File: config.mk
export PLATFORM = sky130hd
export DESIGN_NAME = cks_clock_select_startup
export DESIGN_NICKNAME = d
export VERILOG_FILES = /design/src/core/cks_pkg.sv /design/src/core/cks_clock_select_startup.sv
export SDC_FILE = /design/constraint.sdc
export NUM_CORES = 1
export LEC_CHECK = 0
export BUFFER_PORTS_ARGS = -buffer_cell sky130_fd_sc_hd__buf_2
export CAP_MARGIN = 15
export CORE_ASPECT_RATIO = 2
export CORE_MARGIN = 2
export CORE_UTILIZATION = 50
export DETAILED_ROUTE_END_ITERATION = 10
export MAX_ROUTING_LAYER = met4
export PLACE_DENSITY = 0.87
export SLEW_MARGIN = 20
export SYNTH_ARGS = -nofsm -noshare
export SYNTH_HDL_FRONTEND = slang
export SYNTH_SLANG_ARGS = --single-unit
File: constraint.sdc
create_clock -name mclk -period 3.68 [get_ports mclk]
set_clock_uncertainty 0.2 [all_clocks]
set_input_delay 0.184 -clock mclk [delete_from_list [all_inputs] [get_ports mclk]]
set_output_delay 0.184 -clock mclk [all_outputs]
set_load 0.03 [all_outputs]
File: src/core/cks_pkg.sv
// constants, types and decode helpers for the clock source select and start-up block
// assumes one system clock; source and watchdog oscillator cycles arrive as tick pulses
package cks_pkg;

    localparam logic [7:0] ADDR_CLKSEL = 8'h00;
    localparam logic [7:0] ADDR_TRIM = 8'h04;
    localparam logic [7:0] ADDR_STATUS = 8'h08;

    localparam logic [1:0] RESP_OKAY = 2'h0;
    localparam logic [1:0] RESP_SLVERR = 2'h2;

    localparam logic [3:0] SEL_EXT = 4'h0;
    localparam logic [3:0] SEL_BAD = 4'h1;
    localparam logic [3:0] SEL_RC = 4'h2;
    localparam logic [3:0] SEL_WDT = 4'h3;

    localparam logic [1:0] STUP_FAST = 2'h0;
    localparam logic [1:0] STUP_SHORT = 2'h1;
    localparam logic [1:0] STUP_LONG = 2'h2;
    localparam logic [1:0] STUP_RSVD = 2'h3;

    localparam logic [3:0] SHIP_SRC = 4'h2;
    localparam logic [1:0] SHIP_STARTUP = 2'h2;

    localparam int WAKE_CK = 6;
    localparam int RESET_CK = 14;
    localparam int WDT_SHORT = 512;
    localparam int WDT_LONG = 8192;
    localparam logic [2:0] DIV_LAST = 3'h7;

    typedef struct packed {
        logic [1:0] startup;
        logic [3:0] srcCode;
    } cks_cfg_t;

    typedef struct packed {
        cks_cfg_t cfg;
        logic div8N;
        logic rstDisN;
    } cks_fuse_t;

    typedef enum logic [7:0] {
        SRC_EXT = 8'h01,
        SRC_RC = 8'h02,
        SRC_WDT = 8'h04,
        SRC_LFXT = 8'h08,
        SRC_XT0 = 8'h10,
        SRC_XT1 = 8'h20,
        SRC_XT2 = 8'h40,
        SRC_XT3 = 8'h80
    } cks_src_t;

    typedef enum logic [2:0] {
        PIN_IO = 3'h0,
        PIN_CLKIN = 3'h1,
        PIN_XIN = 3'h2,
        PIN_XOUT = 3'h3,
        PIN_CLKOUT = 3'h4
    } cks_pin_t;

    typedef enum logic [3:0] {
        ST_RSTDLY = 4'h1,
        ST_RSTCK = 4'h2,
        ST_START = 4'h4,
        ST_RUN = 4'h8
    } cks_state_t;

    function automatic cks_src_t cks_decode(input logic [3:0] c);
        cks_src_t s;
        s = SRC_RC;
        casez (c)
            4'b0000: s = SRC_EXT;
            4'b0011: s = SRC_WDT;
            4'b01??: s = SRC_LFXT;
            4'b100?: s = SRC_XT0;
            4'b101?: s = SRC_XT1;
            4'b110?: s = SRC_XT2;
            4'b111?: s = SRC_XT3;
            default: s = SRC_RC;
        endcase
        return s;
    endfunction

    function automatic logic cks_cfg_ok(input cks_cfg_t c, input logic rstDisN);
        logic ok;
        ok = 1'b1;
        if (c.srcCode == SEL_BAD) begin
            ok = 1'b0;
        end else if ((c.srcCode == SEL_RC || c.srcCode == SEL_WDT)
                && c.startup == STUP_RSVD) begin
            ok = 1'b0;
        end else if (c.srcCode == SEL_RC && c.startup == STUP_FAST && !rstDisN) begin
            ok = 1'b0;
        end
        return ok;
    endfunction

endpackage

File: src/core/cks_clock_select_startup.sv
// clock source selection, start-up timing, divide by eight and RC trim register
// assumes srcTick marks one cycle of the selected source and wdtTick one of the
// watchdog oscillator, both as one-cycle pulses synchronous to mclk
//
// Design decisions made here: the AXI4-Lite register port and the placing of the registers.
module cks_clock_select_startup #(
    parameter int ShortTimeout = cks_pkg::WDT_SHORT,
    parameter int LongTimeout = cks_pkg::WDT_LONG
) (
    input wire logic mclk,
    input wire logic rst,
    input wire cks_pkg::cks_fuse_t fuses,
    input wire logic fusesBlank,
    input wire logic [7:0] calibrationByte,
    input wire logic wakeRequest,
    input wire logic srcTick,
    input wire logic wdtTick,
    input wire logic clockOutRequest,
    input wire logic [7:0] s_axi_awaddr,
    input wire logic s_axi_awvalid,
    output logic s_axi_awready,
    input wire logic [31:0] s_axi_wdata,
    input wire logic [3:0] s_axi_wstrb,
    input wire logic s_axi_wvalid,
    output logic s_axi_wready,
    output logic [1:0] s_axi_bresp,
    output logic s_axi_bvalid,
    input wire logic s_axi_bready,
    input wire logic [7:0] s_axi_araddr,
    input wire logic s_axi_arvalid,
    output logic s_axi_arready,
    output logic [31:0] s_axi_rdata,
    output logic [1:0] s_axi_rresp,
    output logic s_axi_rvalid,
    input wire logic s_axi_rready,
    output cks_pkg::cks_src_t activeSource,
    output cks_pkg::cks_pin_t portB4Func,
    output cks_pkg::cks_pin_t portB5Func,
    output logic [7:0] oscillator_calibration_register,
    output logic cpuRun,
    output logic sysClkTick
);

    cks_pkg::cks_cfg_t cfgFf;
    cks_pkg::cks_cfg_t nxt_cfg;
    cks_pkg::cks_cfg_t bootCfg;
    cks_pkg::cks_cfg_t reqCfg;
    cks_pkg::cks_src_t srcFf;
    cks_pkg::cks_src_t nxt_src;
    cks_pkg::cks_pin_t pinB4Ff;
    cks_pkg::cks_pin_t pinB5Ff;
    cks_pkg::cks_state_t stateFf;
    cks_pkg::cks_state_t nxt_state;
    logic div8Ff;
    logic bootDiv8;
    logic [7:0] oscCalFf;
    logic runFf;
    logic sysTickFf;
    logic [2:0] divCntFf;
    logic [13:0] wdtCntFf;
    logic [13:0] wdtTarget;
    logic wdtDone;
    logic [3:0] ckCntFf;
    logic wrFire;
    logic arFire;
    logic cfgWrite;
    logic cfgOk;
    logic switchGo;
    logic oscWrite;
    logic wrMapped;
    logic rdMapped;
    logic bvalidFf;
    logic [1:0] brespFf;
    logic rvalidFf;
    logic [1:0] rrespFf;
    logic [31:0] rdataFf;

    // register bus handshakes
    assign wrFire = s_axi_awvalid && s_axi_wvalid && !bvalidFf;
    assign arFire = s_axi_arvalid && !rvalidFf;
    assign s_axi_awready = wrFire;
    assign s_axi_wready = wrFire;
    assign s_axi_arready = !rvalidFf;
    assign s_axi_bvalid = bvalidFf;
    assign s_axi_bresp = brespFf;
    assign s_axi_rvalid = rvalidFf;
    assign s_axi_rresp = rrespFf;
    assign s_axi_rdata = rdataFf;

    assign wrMapped = s_axi_awaddr == cks_pkg::ADDR_CLKSEL
        || s_axi_awaddr == cks_pkg::ADDR_TRIM
        || s_axi_awaddr == cks_pkg::ADDR_STATUS;
    assign rdMapped = s_axi_araddr == cks_pkg::ADDR_CLKSEL
        || s_axi_araddr == cks_pkg::ADDR_TRIM
        || s_axi_araddr == cks_pkg::ADDR_STATUS;

    assign reqCfg = cks_pkg::cks_cfg_t'(s_axi_wdata[5:0]);
    assign cfgWrite = wrFire && s_axi_wstrb[0] && s_axi_awaddr == cks_pkg::ADDR_CLKSEL;
    assign oscWrite = wrFire && s_axi_wstrb[0] && s_axi_awaddr == cks_pkg::ADDR_TRIM;
    assign cfgOk = cks_pkg::cks_cfg_ok(reqCfg, fuses.rstDisN);
    assign switchGo = cfgWrite && cfgOk;

    // boot value: fuses, or shipped defaults when blank or unusable
    always_comb begin
        if (fusesBlank || !cks_pkg::cks_cfg_ok(fuses.cfg, fuses.rstDisN)) begin
            bootCfg = '{startup: cks_pkg::SHIP_STARTUP, srcCode: cks_pkg::SHIP_SRC};
        end else begin
            bootCfg = fuses.cfg;
        end
        bootDiv8 = fusesBlank || !fuses.div8N;
    end

    always_comb begin
        if (rst) begin
            nxt_cfg = bootCfg;
        end else if (switchGo) begin
            nxt_cfg = reqCfg;
        end else begin
            nxt_cfg = cfgFf;
        end
        nxt_src = cks_pkg::cks_decode(nxt_cfg.srcCode);
    end

    always_ff @(posedge mclk) begin
        cfgFf <= nxt_cfg;
        srcFf <= nxt_src;
    end

    always_ff @(posedge mclk) begin
        if (rst) begin
            div8Ff <= bootDiv8;
        end
    end

    // pin roles follow the source being entered
    always_ff @(posedge mclk) begin
        if (nxt_src == cks_pkg::SRC_EXT) begin
            pinB4Ff <= cks_pkg::PIN_CLKIN;
        end else if (nxt_src == cks_pkg::SRC_RC || nxt_src == cks_pkg::SRC_WDT) begin
            pinB4Ff <= cks_pkg::PIN_IO;
        end else begin
            pinB4Ff <= cks_pkg::PIN_XIN;
        end
        if (nxt_src[7:3] != 5'h00) begin
            pinB5Ff <= cks_pkg::PIN_XOUT;
        end else if (clockOutRequest) begin
            pinB5Ff <= cks_pkg::PIN_CLKOUT;
        end else begin
            pinB5Ff <= cks_pkg::PIN_IO;
        end
    end

    always_ff @(posedge mclk) begin
        if (rst) begin
            oscCalFf <= calibrationByte;
        end else if (oscWrite) begin
            oscCalFf <= s_axi_wdata[7:0];
        end
    end

    // reset delay target in watchdog oscillator cycles
    always_comb begin
        case (cfgFf.startup)
            cks_pkg::STUP_FAST: wdtTarget = 14'h0000;
            cks_pkg::STUP_SHORT: wdtTarget = 14'(ShortTimeout);
            default: wdtTarget = 14'(LongTimeout);
        endcase
    end

    assign wdtDone = wdtTarget == 14'h0000
        || (wdtTick && wdtCntFf == wdtTarget - 14'h0001);

    always_comb begin
        nxt_state = stateFf;
        case (stateFf)
            cks_pkg::ST_RSTDLY: begin
                if (wdtDone) begin
                    nxt_state = cks_pkg::ST_RSTCK;
                end
            end
            cks_pkg::ST_RSTCK: begin
                if (srcTick && ckCntFf == 4'(cks_pkg::RESET_CK - 1)) begin
                    nxt_state = cks_pkg::ST_RUN;
                end
            end
            cks_pkg::ST_START: begin
                if (srcTick && ckCntFf == 4'(cks_pkg::WAKE_CK - 1)) begin
                    nxt_state = cks_pkg::ST_RUN;
                end
            end
            cks_pkg::ST_RUN: begin
                if (wakeRequest) begin
                    nxt_state = cks_pkg::ST_START;
                end
            end
            default: nxt_state = cks_pkg::ST_RSTDLY;
        endcase
        if (switchGo) begin
            nxt_state = cks_pkg::ST_START;
        end
    end

    always_ff @(posedge mclk) begin
        if (rst) begin
            stateFf <= cks_pkg::ST_RSTDLY;
            runFf <= 1'b0;
        end else begin
            stateFf <= nxt_state;
            runFf <= nxt_state == cks_pkg::ST_RUN;
        end
    end

    // counted on the watchdog oscillator whichever source is active
    always_ff @(posedge mclk) begin
        if (rst || stateFf != cks_pkg::ST_RSTDLY) begin
            wdtCntFf <= 14'h0000;
        end else if (wdtTick) begin
            wdtCntFf <= wdtCntFf + 14'h0001;
        end
    end

    always_ff @(posedge mclk) begin
        if (rst || nxt_state != stateFf || switchGo) begin
            ckCntFf <= 4'h0;
        end else if (srcTick && stateFf != cks_pkg::ST_RUN) begin
            ckCntFf <= ckCntFf + 4'h1;
        end
    end

    always_ff @(posedge mclk) begin
        if (rst) begin
            divCntFf <= 3'h0;
            sysTickFf <= 1'b0;
        end else begin
            if (srcTick) begin
                divCntFf <= divCntFf + 3'h1;
            end
            sysTickFf <= srcTick && (!div8Ff || divCntFf == cks_pkg::DIV_LAST);
        end
    end

    // write response: unmapped or refused select code answers SLVERR
    always_ff @(posedge mclk) begin
        if (rst) begin
            bvalidFf <= 1'b0;
            brespFf <= cks_pkg::RESP_OKAY;
        end else if (wrFire) begin
            bvalidFf <= 1'b1;
            if (!wrMapped || (cfgWrite && !cfgOk)) begin
                brespFf <= cks_pkg::RESP_SLVERR;
            end else begin
                brespFf <= cks_pkg::RESP_OKAY;
            end
        end else if (s_axi_bready) begin
            bvalidFf <= 1'b0;
        end
    end

    always_ff @(posedge mclk) begin
        if (rst) begin
            rvalidFf <= 1'b0;
            rrespFf <= cks_pkg::RESP_OKAY;
            rdataFf <= 32'h0;
        end else if (arFire) begin
            rvalidFf <= 1'b1;
            rrespFf <= rdMapped ? cks_pkg::RESP_OKAY : cks_pkg::RESP_SLVERR;
            if (s_axi_araddr == cks_pkg::ADDR_CLKSEL) begin
                rdataFf <= {26'h0, cfgFf};
            end else if (s_axi_araddr == cks_pkg::ADDR_TRIM) begin
                rdataFf <= {24'h0, oscCalFf};
            end else if (s_axi_araddr == cks_pkg::ADDR_STATUS) begin
                rdataFf <= {18'h0, stateFf, div8Ff, runFf, srcFf};
            end else begin
                rdataFf <= 32'h0;
            end
        end else if (s_axi_rready) begin
            rvalidFf <= 1'b0;
        end
    end

    assign activeSource = srcFf;
    assign portB4Func = pinB4Ff;
    assign portB5Func = pinB5Ff;
    assign oscillator_calibration_register = oscCalFf;
    assign cpuRun = runFf;
    assign sysClkTick = sysTickFf;
endmodule // cks_clock_select_startup

Word-level counts from Yosys, hierarchy flattened
Cells that the tools add are included.
{"block": "totals", "register_bits": 94, "input_bits": 80, "output_inout_bits": 65, "wordCells": 140}
{"block": "classes", "n_addsub": 4, "n_eq_ne": 34, "mux": 30, "n_reduce_logical": 54}
{"op": "case mux 8 bit (7 select lines)", "count": 1}
{"op": "two-way mux 14 bit", "count": 3}
{"op": "case mux 14 bit (2 select lines)", "count": 1}
{"op": "equality test 4 x 2 -> 1 bit, second input constant", "count": 6}
{"op": "equality test 8 x 3 -> 1 bit, second input constant", "count": 3}
{"op": "two-way mux 4 bit", "count": 5}
{"op": "logical AND 1 bit", "count": 19}
{"op": "two-way mux 6 bit", "count": 3}
{"op": "equality test 8 x 4 -> 1 bit, second input constant", "count": 2}
{"op": "logical NOT 8 bit", "count": 2}
{"op": "two-way mux 8 bit", "count": 2}
{"op": "case mux 4 bit (4 select lines)", "count": 1}
{"op": "equality test 3 bit, second input constant", "count": 5}
{"op": "logical OR 1 bit", "count": 15}
{"op": "adder 14 x 1 -> 14 bit, second input constant", "count": 1}
{"op": "equality test 14 bit", "count": 1}
{"op": "logical NOT 14 bit", "count": 1}
{"op": "subtractor 14 x 1 -> 14 bit, second input constant", "count": 1}
{"op": "equality test 4 x 1 -> 1 bit, second input constant", "count": 3}
{"op": "equality test 4 bit, second input constant", "count": 3}
{"op": "two-way mux 1 bit", "count": 10}
{"op": "equality test 4 x 3 -> 1 bit, second input constant", "count": 2}
{"op": "equality test 8 x 1 -> 1 bit, second input constant", "count": 1}
{"op": "equality test 8 x 2 -> 1 bit, second input constant", "count": 1}
{"op": "other kinds (14)", "count": 30}

Logic depth before layout (Yosys ltp)
Gate-level depths: netlist of run 1.
{"block": "logic_depth", "word_depth": 15, "ltp_mapped": 8, "depth_no_buf": 8}

Least setup slack after synthesis of run 1
OpenSTA, ideal clock, no wires.
{"block": "synth_timing", "kind": "register to register", "start": "reg bvalidFf (netlist: s_axi_bvalid)", "end": "reg srcFf[2] (netlist: activeSource[2])", "setup_time_ns": 0.060, "arrival_ns": 2.364, "required_ns": 3.420, "path_slack_ns": 1.056, "stages_incl_launch_ff": 9, "path_buffers": 1, "period_less_slack_ns": 2.624, "cell_sequence": "dfxtp_1 and3b_1 clkbuf_1 nand4_1 o21ai_0 a31o_2 inv_2 a211oi_1 and3_2"}
{"element": "start, declared", "line_no": "cks_clock_select_startup.sv:72", "text": "logic bvalidFf;"}
{"element": "start signal, assigned", "line_no": "cks_clock_select_startup.sv:245", "text": "bvalidFf <= 1'b0;"}
{"element": "start signal, assigned", "line_no": "cks_clock_select_startup.sv:248", "text": "bvalidFf <= 1'b1;"}
{"element": "start signal, assigned", "line_no": "cks_clock_select_startup.sv:255", "text": "bvalidFf <= 1'b0;"}
{"element": "end signal, assigned", "line_no": "cks_clock_select_startup.sv:126", "text": "srcFf <= nxt_src;"}
{"element": "end, declared", "line_no": "cks_clock_select_startup.sv:48", "text": "cks_pkg::cks_src_t srcFf;"}

==> results of run 1 <==
[synth_stat cells, drive strengths merged (8+ instances only)]
master	count
dfxtp	61
nor3	10
xnor2	8
edfxtp	11
buf	25
clkbuf	12
xor2	9
a21oi	26
nand3	13
o21ai	16
nor2	45
nand2	34
inv	13
[area by class of cell]
type | count | area [sq um] | share of cell area
repair buffers | 122 | 733 | 0.168
multi-input cells | 271 | 1610 | 0.369
clock inverters | 5 | 53.8 | 0.0123
inverters | 14 | 52.6 | 0.0120
well taps | 88 | 110 | 0.0252
clock buffers | 11 | 254 | 0.0582
flip-flops and latches | 72 | 1550 | 0.355
[kinds of logic after synthesis]
kind of cell | Yosys count | synth area share
adders and majority gates | 5 | 0.0186
muxes | 9 | 0.0286
DFF | 72 | 0.461
and+or+nand+nor | 145 | 0.214
other | 1 | 0.00112
AOI/OAI and AO/OA | 74 | 0.150
xor gates and xnor gates | 17 | 0.0443
buffers and inverters | 51 | 0.0826
[worst max-delay path, cell delays in order]
cell           delay (ns)
dlygate4sd3_1        0.53
buf_2                0.13
nor3b_1              0.32
nand4_1              0.36
o21ai_0              0.27
a31o_2               0.24
inv_2                0.08
a211oi_1             0.53
nor3b_1              0.28
[repair_timing]
action | CTS | global route
endpoints found under the hold margin | 19 | 0
setup buffers | 0 | 0
hold buffers | 23 | 0
[state kept, by name, indices dropped and copies added (netlist names), 2 cells and up]
signal and cells:
s_axi_rdata 14, wdtCntFf 14, activeSource 8, oscillator_calibration_register 8, cfgFf 6, ckCntFf 4
stateFf 4, divCntFf 3, portB4Func 2, portB5Func 2
[power groups by stage]
stage	clock (mW)	sequential (mW)	combinational, mW
4_1_cts	0.896	0.876	0.310
3_3_place_gp	0	0.889	0.278
6_report	0.889	0.877	0.314
2_1_floorplan	0	0.939	0.159
5_1_grt	0.930	0.880	0.339
3_5_place_dp	0	0.892	0.287
[how the worst min path moves through the flow]
stage | startpoint | endpoint | slack, ns | cells past startpoint
final | s_axi_awaddr[3] | s_axi_bresp[1] | 0.01 | 4
after global routing | srcTick | sysClkTick | 0.009 | 2
after CTS | s_axi_awaddr[3] | s_axi_bresp[1] | 0.002 | 4
after detailed placement | s_axi_rready | s_axi_rvalid | 0.18 | 2
after global placement | s_axi_rready | s_axi_rvalid | 0.17 | 2
after floorplan | s_axi_rready | s_axi_rvalid | 0.08 | 1
[layer usage]
layer,track usage,up-vias
met5,-,-
met4,0.185,0
met1,0.258,1502
met2,0.445,138
met3,0.0690,38
li1,-,1496
==> impl_metrics.toml, run 1 <==
[status]
run_status = "complete, no violations"

[logic_synthesis]
dominantRegCellSynth = "dfxtp_1"
synth_edf_count = 11
yosysTopAreaCellShare = 0.363
ys_types = 57
ys_top_cells_by_area = "dfxtp_1 (36%), edfxtp_1 (9.8%), buf_4 (5.1%)"
yosys_warnings = 0
synth_top_cell_by_area = "dfxtp_1"
async_flop_share = 0
seq_area_frac_synth = 0.461
postSynthAreaPerCell_sq_um = 8.99
netlist_instances = 374
syn_area_sq_um = 3360
ys_ff_latch = 72

[route]
viasPerCell = 5.44
antenna_left = 0
highest_layer = "met4"
wl_met3_um = 425
wirelength_met1_um = 3260
initialDrtViolationCount = 147
drc = 0
drt_pass1_iterations = 4
routedWlPerCell_um = 15.7
routed-wl-met2_um = 5000
drt-total-wl_um = 9160
num_vias = 3174

[floorplanning]
num_rows = 42
die_w_um = 62.0
start_util = 0.512
die_y_um = 120
pin_count = 145
core_sq_um = 6570
die_area_sq_um = 7440

[clock_tree]
clock-sinks = 72
clkTransAtPathRegs_ns = 0.05
htree_levels = 3
cts_tree = "yes"
numCtsBuffers = 9
root_buffer = "clkbuf_16"
clkLatencyLatePin_ns = 0.34
cts_max_path_buffers = 2
ctsResizeCount = 0

[sta]
hold_viol = 0
min_period_over_period = 0.780
period_minus_slack_ns = 2.87
worst_slew_pin_slew_ns = 0.996
hold_slack_ns = 0.0120
drv_slew = 0
relSlewSlack = 0.319
max_freq_mhz = 348
finalWorstSetupSlack_ns = 0.808
rsz0062_at_grt = "false"
setup_tns_ns = 0
setup_violations = 0

[final_layout]
final_cell_area_sq_um = 4370
fin_util = 0.665
stdcell_count = 583
layout.nets = 575
num_antenna_cells = 0
fill_cells = 525
most-common-layout-cells = "buf_2 (96), dfxtp_1 (61), nor2_1 (45)"
syn_to_final_growth_pct = 29.8
post_route_cells_drive_above_1_share = 0.263
layout_commonest_cell = "buf_2"

[place]
routabilityCongestion = 0.870
dp_slack_ns = 1.04
portBuffers = 96
dp.final_hpwl_um = 6480
dpl_cell_area_sq_um = 3830
placed_cells = 544

[power_and_ir_drop]
power_frac_comb = 0.151
peakVddDrop_uv = 306
power_mw = 2.08
pwr-share-seq = 0.422
power_density_nw_per_um2 = 477
p_leak_nw = 1.89
p_sw_uw = 567
swShare = 0.272
power_frac_clock = 0.427
internal-power_mw = 1.51

[global_route]
antenna_found_initial = 0
grt.overflow.total = 0
grt_pass1_vias = 3168
grt_usage = 0.270
grt_pass1_wl_um = 14300
grt_max_degree = 32

[worst_setup_path]
startpoint = "s_axi_awaddr[2]"
reg2reg_setup_slack_ns = 1.07
reg2reg_from = "s_axi_bvalid"
r2r_end = "portB4Func[0]"
worst-setup-path-type = "in -> reg"
setup.worst_path.end = "portB4Func[0]"
end_kind = "flop"
worstPathMaxFanout = 7
reg2regPathDepth = 7
cp-start-kind = "input pin"
cp.arrival_ns = 2.92
critPathRequiredTime_ns = 3.73

[hold_path]
hp-class = "in -> reg"

[job]
max_cap_viol_count = 0
(Power assumes the default switching activity.)
==> inputs of run 2 (changes only) <==
--- a/config.mk
+++ b/config.mk
@@ -9,10 +9,10 @@
 export CAP_MARGIN = 15
 export CORE_ASPECT_RATIO = 2
 export CORE_MARGIN = 2
-export CORE_UTILIZATION = 50
+export CORE_UTILIZATION = 43
 export DETAILED_ROUTE_END_ITERATION = 10
 export MAX_ROUTING_LAYER = met4
-export PLACE_DENSITY = 0.87
+export PLACE_DENSITY = 0.8
 export SLEW_MARGIN = 20
 export SYNTH_ARGS = -nofsm -noshare
 export SYNTH_HDL_FRONTEND = slang
==> constraint.sdc (replaced) <==
create_clock -name mclk -period 2.56 [get_ports mclk]
set_clock_uncertainty 0.2 [all_clocks]
set_input_delay 0.128 -clock mclk [delete_from_list [all_inputs] [get_ports mclk]]
set_output_delay 0.128 -clock mclk [all_outputs]
set_load 0.03 [all_outputs]
==> run 2 against run 1 <==
Cell area grew 3.2%. Final cell count grew 4.5%. Combinational power grew 51%. Largest power group is now registers. Worst setup slack lost 0.73 ns. Worst hold slack gained 0.0099 ns. Routed wire length grew 2.4%. Critical endpoint is now cfgFf[5]. Sequential share of layout area shrank 1.1 points. Sequential cell count is the same. Core utilization shrank 7.2 points.
==> impl_metrics.toml, run 2 (synthesis results as in run 1) <==
[clock_tree]
cts_setup_buffers = 0
clock-sinks = 72
numCtsBuffers = 9
root_buffer = "clkbuf_16"
htree_levels = 3
cts_tree = "yes"
clkTransAtPathRegs_ns = 0.06
cts_max_path_buffers = 2
clkLatencyLatePin_ns = 0.33

[place]
dpl_cell_area_sq_um = 3920
dp.final_hpwl_um = 6750
routabilityCongestion = 0.917
placed_cells = 561
portBuffers = 96

[worst_setup_path]
critPathRequiredTime_ns = 2.57
critical_path.slowest_cell = "dlygate4sd3_1"
crit_chain = "dlygate4sd3_1 > buf_2 > or4_1 > and3_1 > o21ai_1 > nor2_1 > nor2_1 > dlygate4sd3_1"
worstPathMaxFanout = 4
end_kind = "flop"
reg2reg_setup_slack_ns = 0.13
r2r_end = "ckCntFf[1]"
cp-start-kind = "input pin"
crit_buf_inv = 3
cp_top_family = "buffers and inverters"
cp.arrival_ns = 2.49
worst-setup-path-type = "in -> reg"
reg2regPathDepth = 8
cpPeakStageDelay_ns = 0.56
reg2reg_from = "ckCntFf[1]"

[hold_path]
hp-class = "in -> reg"
hold_end = "cfgFf[4]"
whs_path_depth = 3
min_from = "fuses[6]"

[power_and_ir_drop]
pwr-share-seq = 0.443
internal-power_mw = 2.04
power_frac_comb = 0.166
power_density_nw_per_um2 = 631
power_mw = 2.84
p_sw_uw = 808
peakVddDrop_uv = 460
power_frac_clock = 0.391
p_leak_nw = 1.97
swShare = 0.284

[route]
drc = 0
viasPerCell = 5.37
wl_met3_um = 435
initialDrtViolationCount = 117
num_vias = 3270
drt-total-wl_um = 9380
routed-wl-met2_um = 5190
highest_layer = "met4"
wirelength_met1_um = 3160
routedWlPerCell_um = 15.4
antenna_left = 0
drt_pass1_iterations = 4

[floorplanning]
die_area_sq_um = 8590
core_sq_um = 7600
start_util = 0.442
die_y_um = 129
num_rows = 45
die_w_um = 66.5
pin_count = 145

[sta]
worst_slew_pin_slew_ns = 0.680
max_freq_mhz = 403
setup_violations = 0
rsz0062_at_grt = "true"
drv_slew = 0
hold_viol = 0
relSlewSlack = 0.543
period_minus_slack_ns = 2.48
min_period_over_period = 0.970

[final_layout]
layout.nets = 595
multi_input_area_sq_um = 1610
layout_commonest_cell = "buf_2"
seqCellArea_sq_um = 1550
post_route_cells_drive_above_1_share = 0.276
final_cell_area_sq_um = 4510
most-common-layout-cells = "buf_2 (96), dfxtp_1 (61), nor2_1 (45)"
fin_util = 0.593
syn_to_final_growth_pct = 34.0
stdcell_count = 609
fill_cells = 685
num_antenna_cells = 0

[status]
run_status = "complete, no violations"

[global_route]
grt_max_degree = 32
grt_pass1_vias = 3289
grt.overflow.total = 0
antenna_found_initial = 0
grt_usage = 0.236
grt_pass1_wl_um = 15000

[job]
max_cap_viol_count = 0
-- run 2: worst min-delay path: cells and delay by family --
| family | cells | cell delay [ns] |
|---|---|---|
| buf+inv | 2 | 0.16 |
| compound gates | 1 | 0.09 |
-- run 2: worst max-delay path by stage --
| stage | start | endpoint | slack (ns) | cells after the start |
|---|---|---|---|---|
| floorplan | s_axi_bvalid | activeSource[2] | 0.17 | 8 |
| global placement | fuses[0] | activeSource[2] | 0.18 | 8 |
| detailed placement | fuses[0] | ckCntFf[1] | 0.06 | 8 |
| CTS | fuses[2] | cfgFf[5] | 0.03 | 8 |
| global route | ckCntFf[1] | ckCntFf[1] | -0.03 | 8 |
| finish | fuses[2] | cfgFf[5] | 0.08 | 8 |
-- run 2: cell type report --
type	instances	share of cell area
Clock buffer	10	0.0508
Clock inverter	6	0.00833
Inverter	14	0.0117
Multi-Input combinational cell	271	0.358
Sequential cell	72	0.344
Tap cell	94	0.0261
Timing Repair Buffer	142	0.201
-- run 2: metrics by stage --
step / TNS, ns / hold WS [ns] / setup WS (ns)
global route: -0.0325 / 0.0244 / -0.0325
CTS: 0 / 0.000751 / 0.0306
detailed placement: 0 / 0.120 / 0.0645
global placement: 0 / 0.114 / 0.178
floorplan: 0 / 0.0281 / 0.166
finish: 0 / 0.0219 / 0.0762
-- run 2: repair_timing --
item                       CTS  global route
hold endpoints to repair    28             0
hold buffers                32             0
setup endpoints to repair    0             2
gates resized for setup      0             2
-- run 2: metal layers --
layer,global-route usage,up-vias
met5,-,-
met2,0.420,147
met1,0.217,1529
met4,0.173,0
met3,0.0425,46
li1,-,1548
-- run 2: power groups by stage --
stage / Sequential [mW] / Clock (mW) / Combinational (mW)
2_1_floorplan: 1.35 / 0 / 0.228
3_3_place_gp: 1.28 / 0 / 0.413
3_5_place_dp: 1.28 / 0 / 0.423
4_1_cts: 1.26 / 1.12 / 0.468
5_1_grt: 1.27 / 1.16 / 0.510
6_report: 1.26 / 1.11 / 0.473
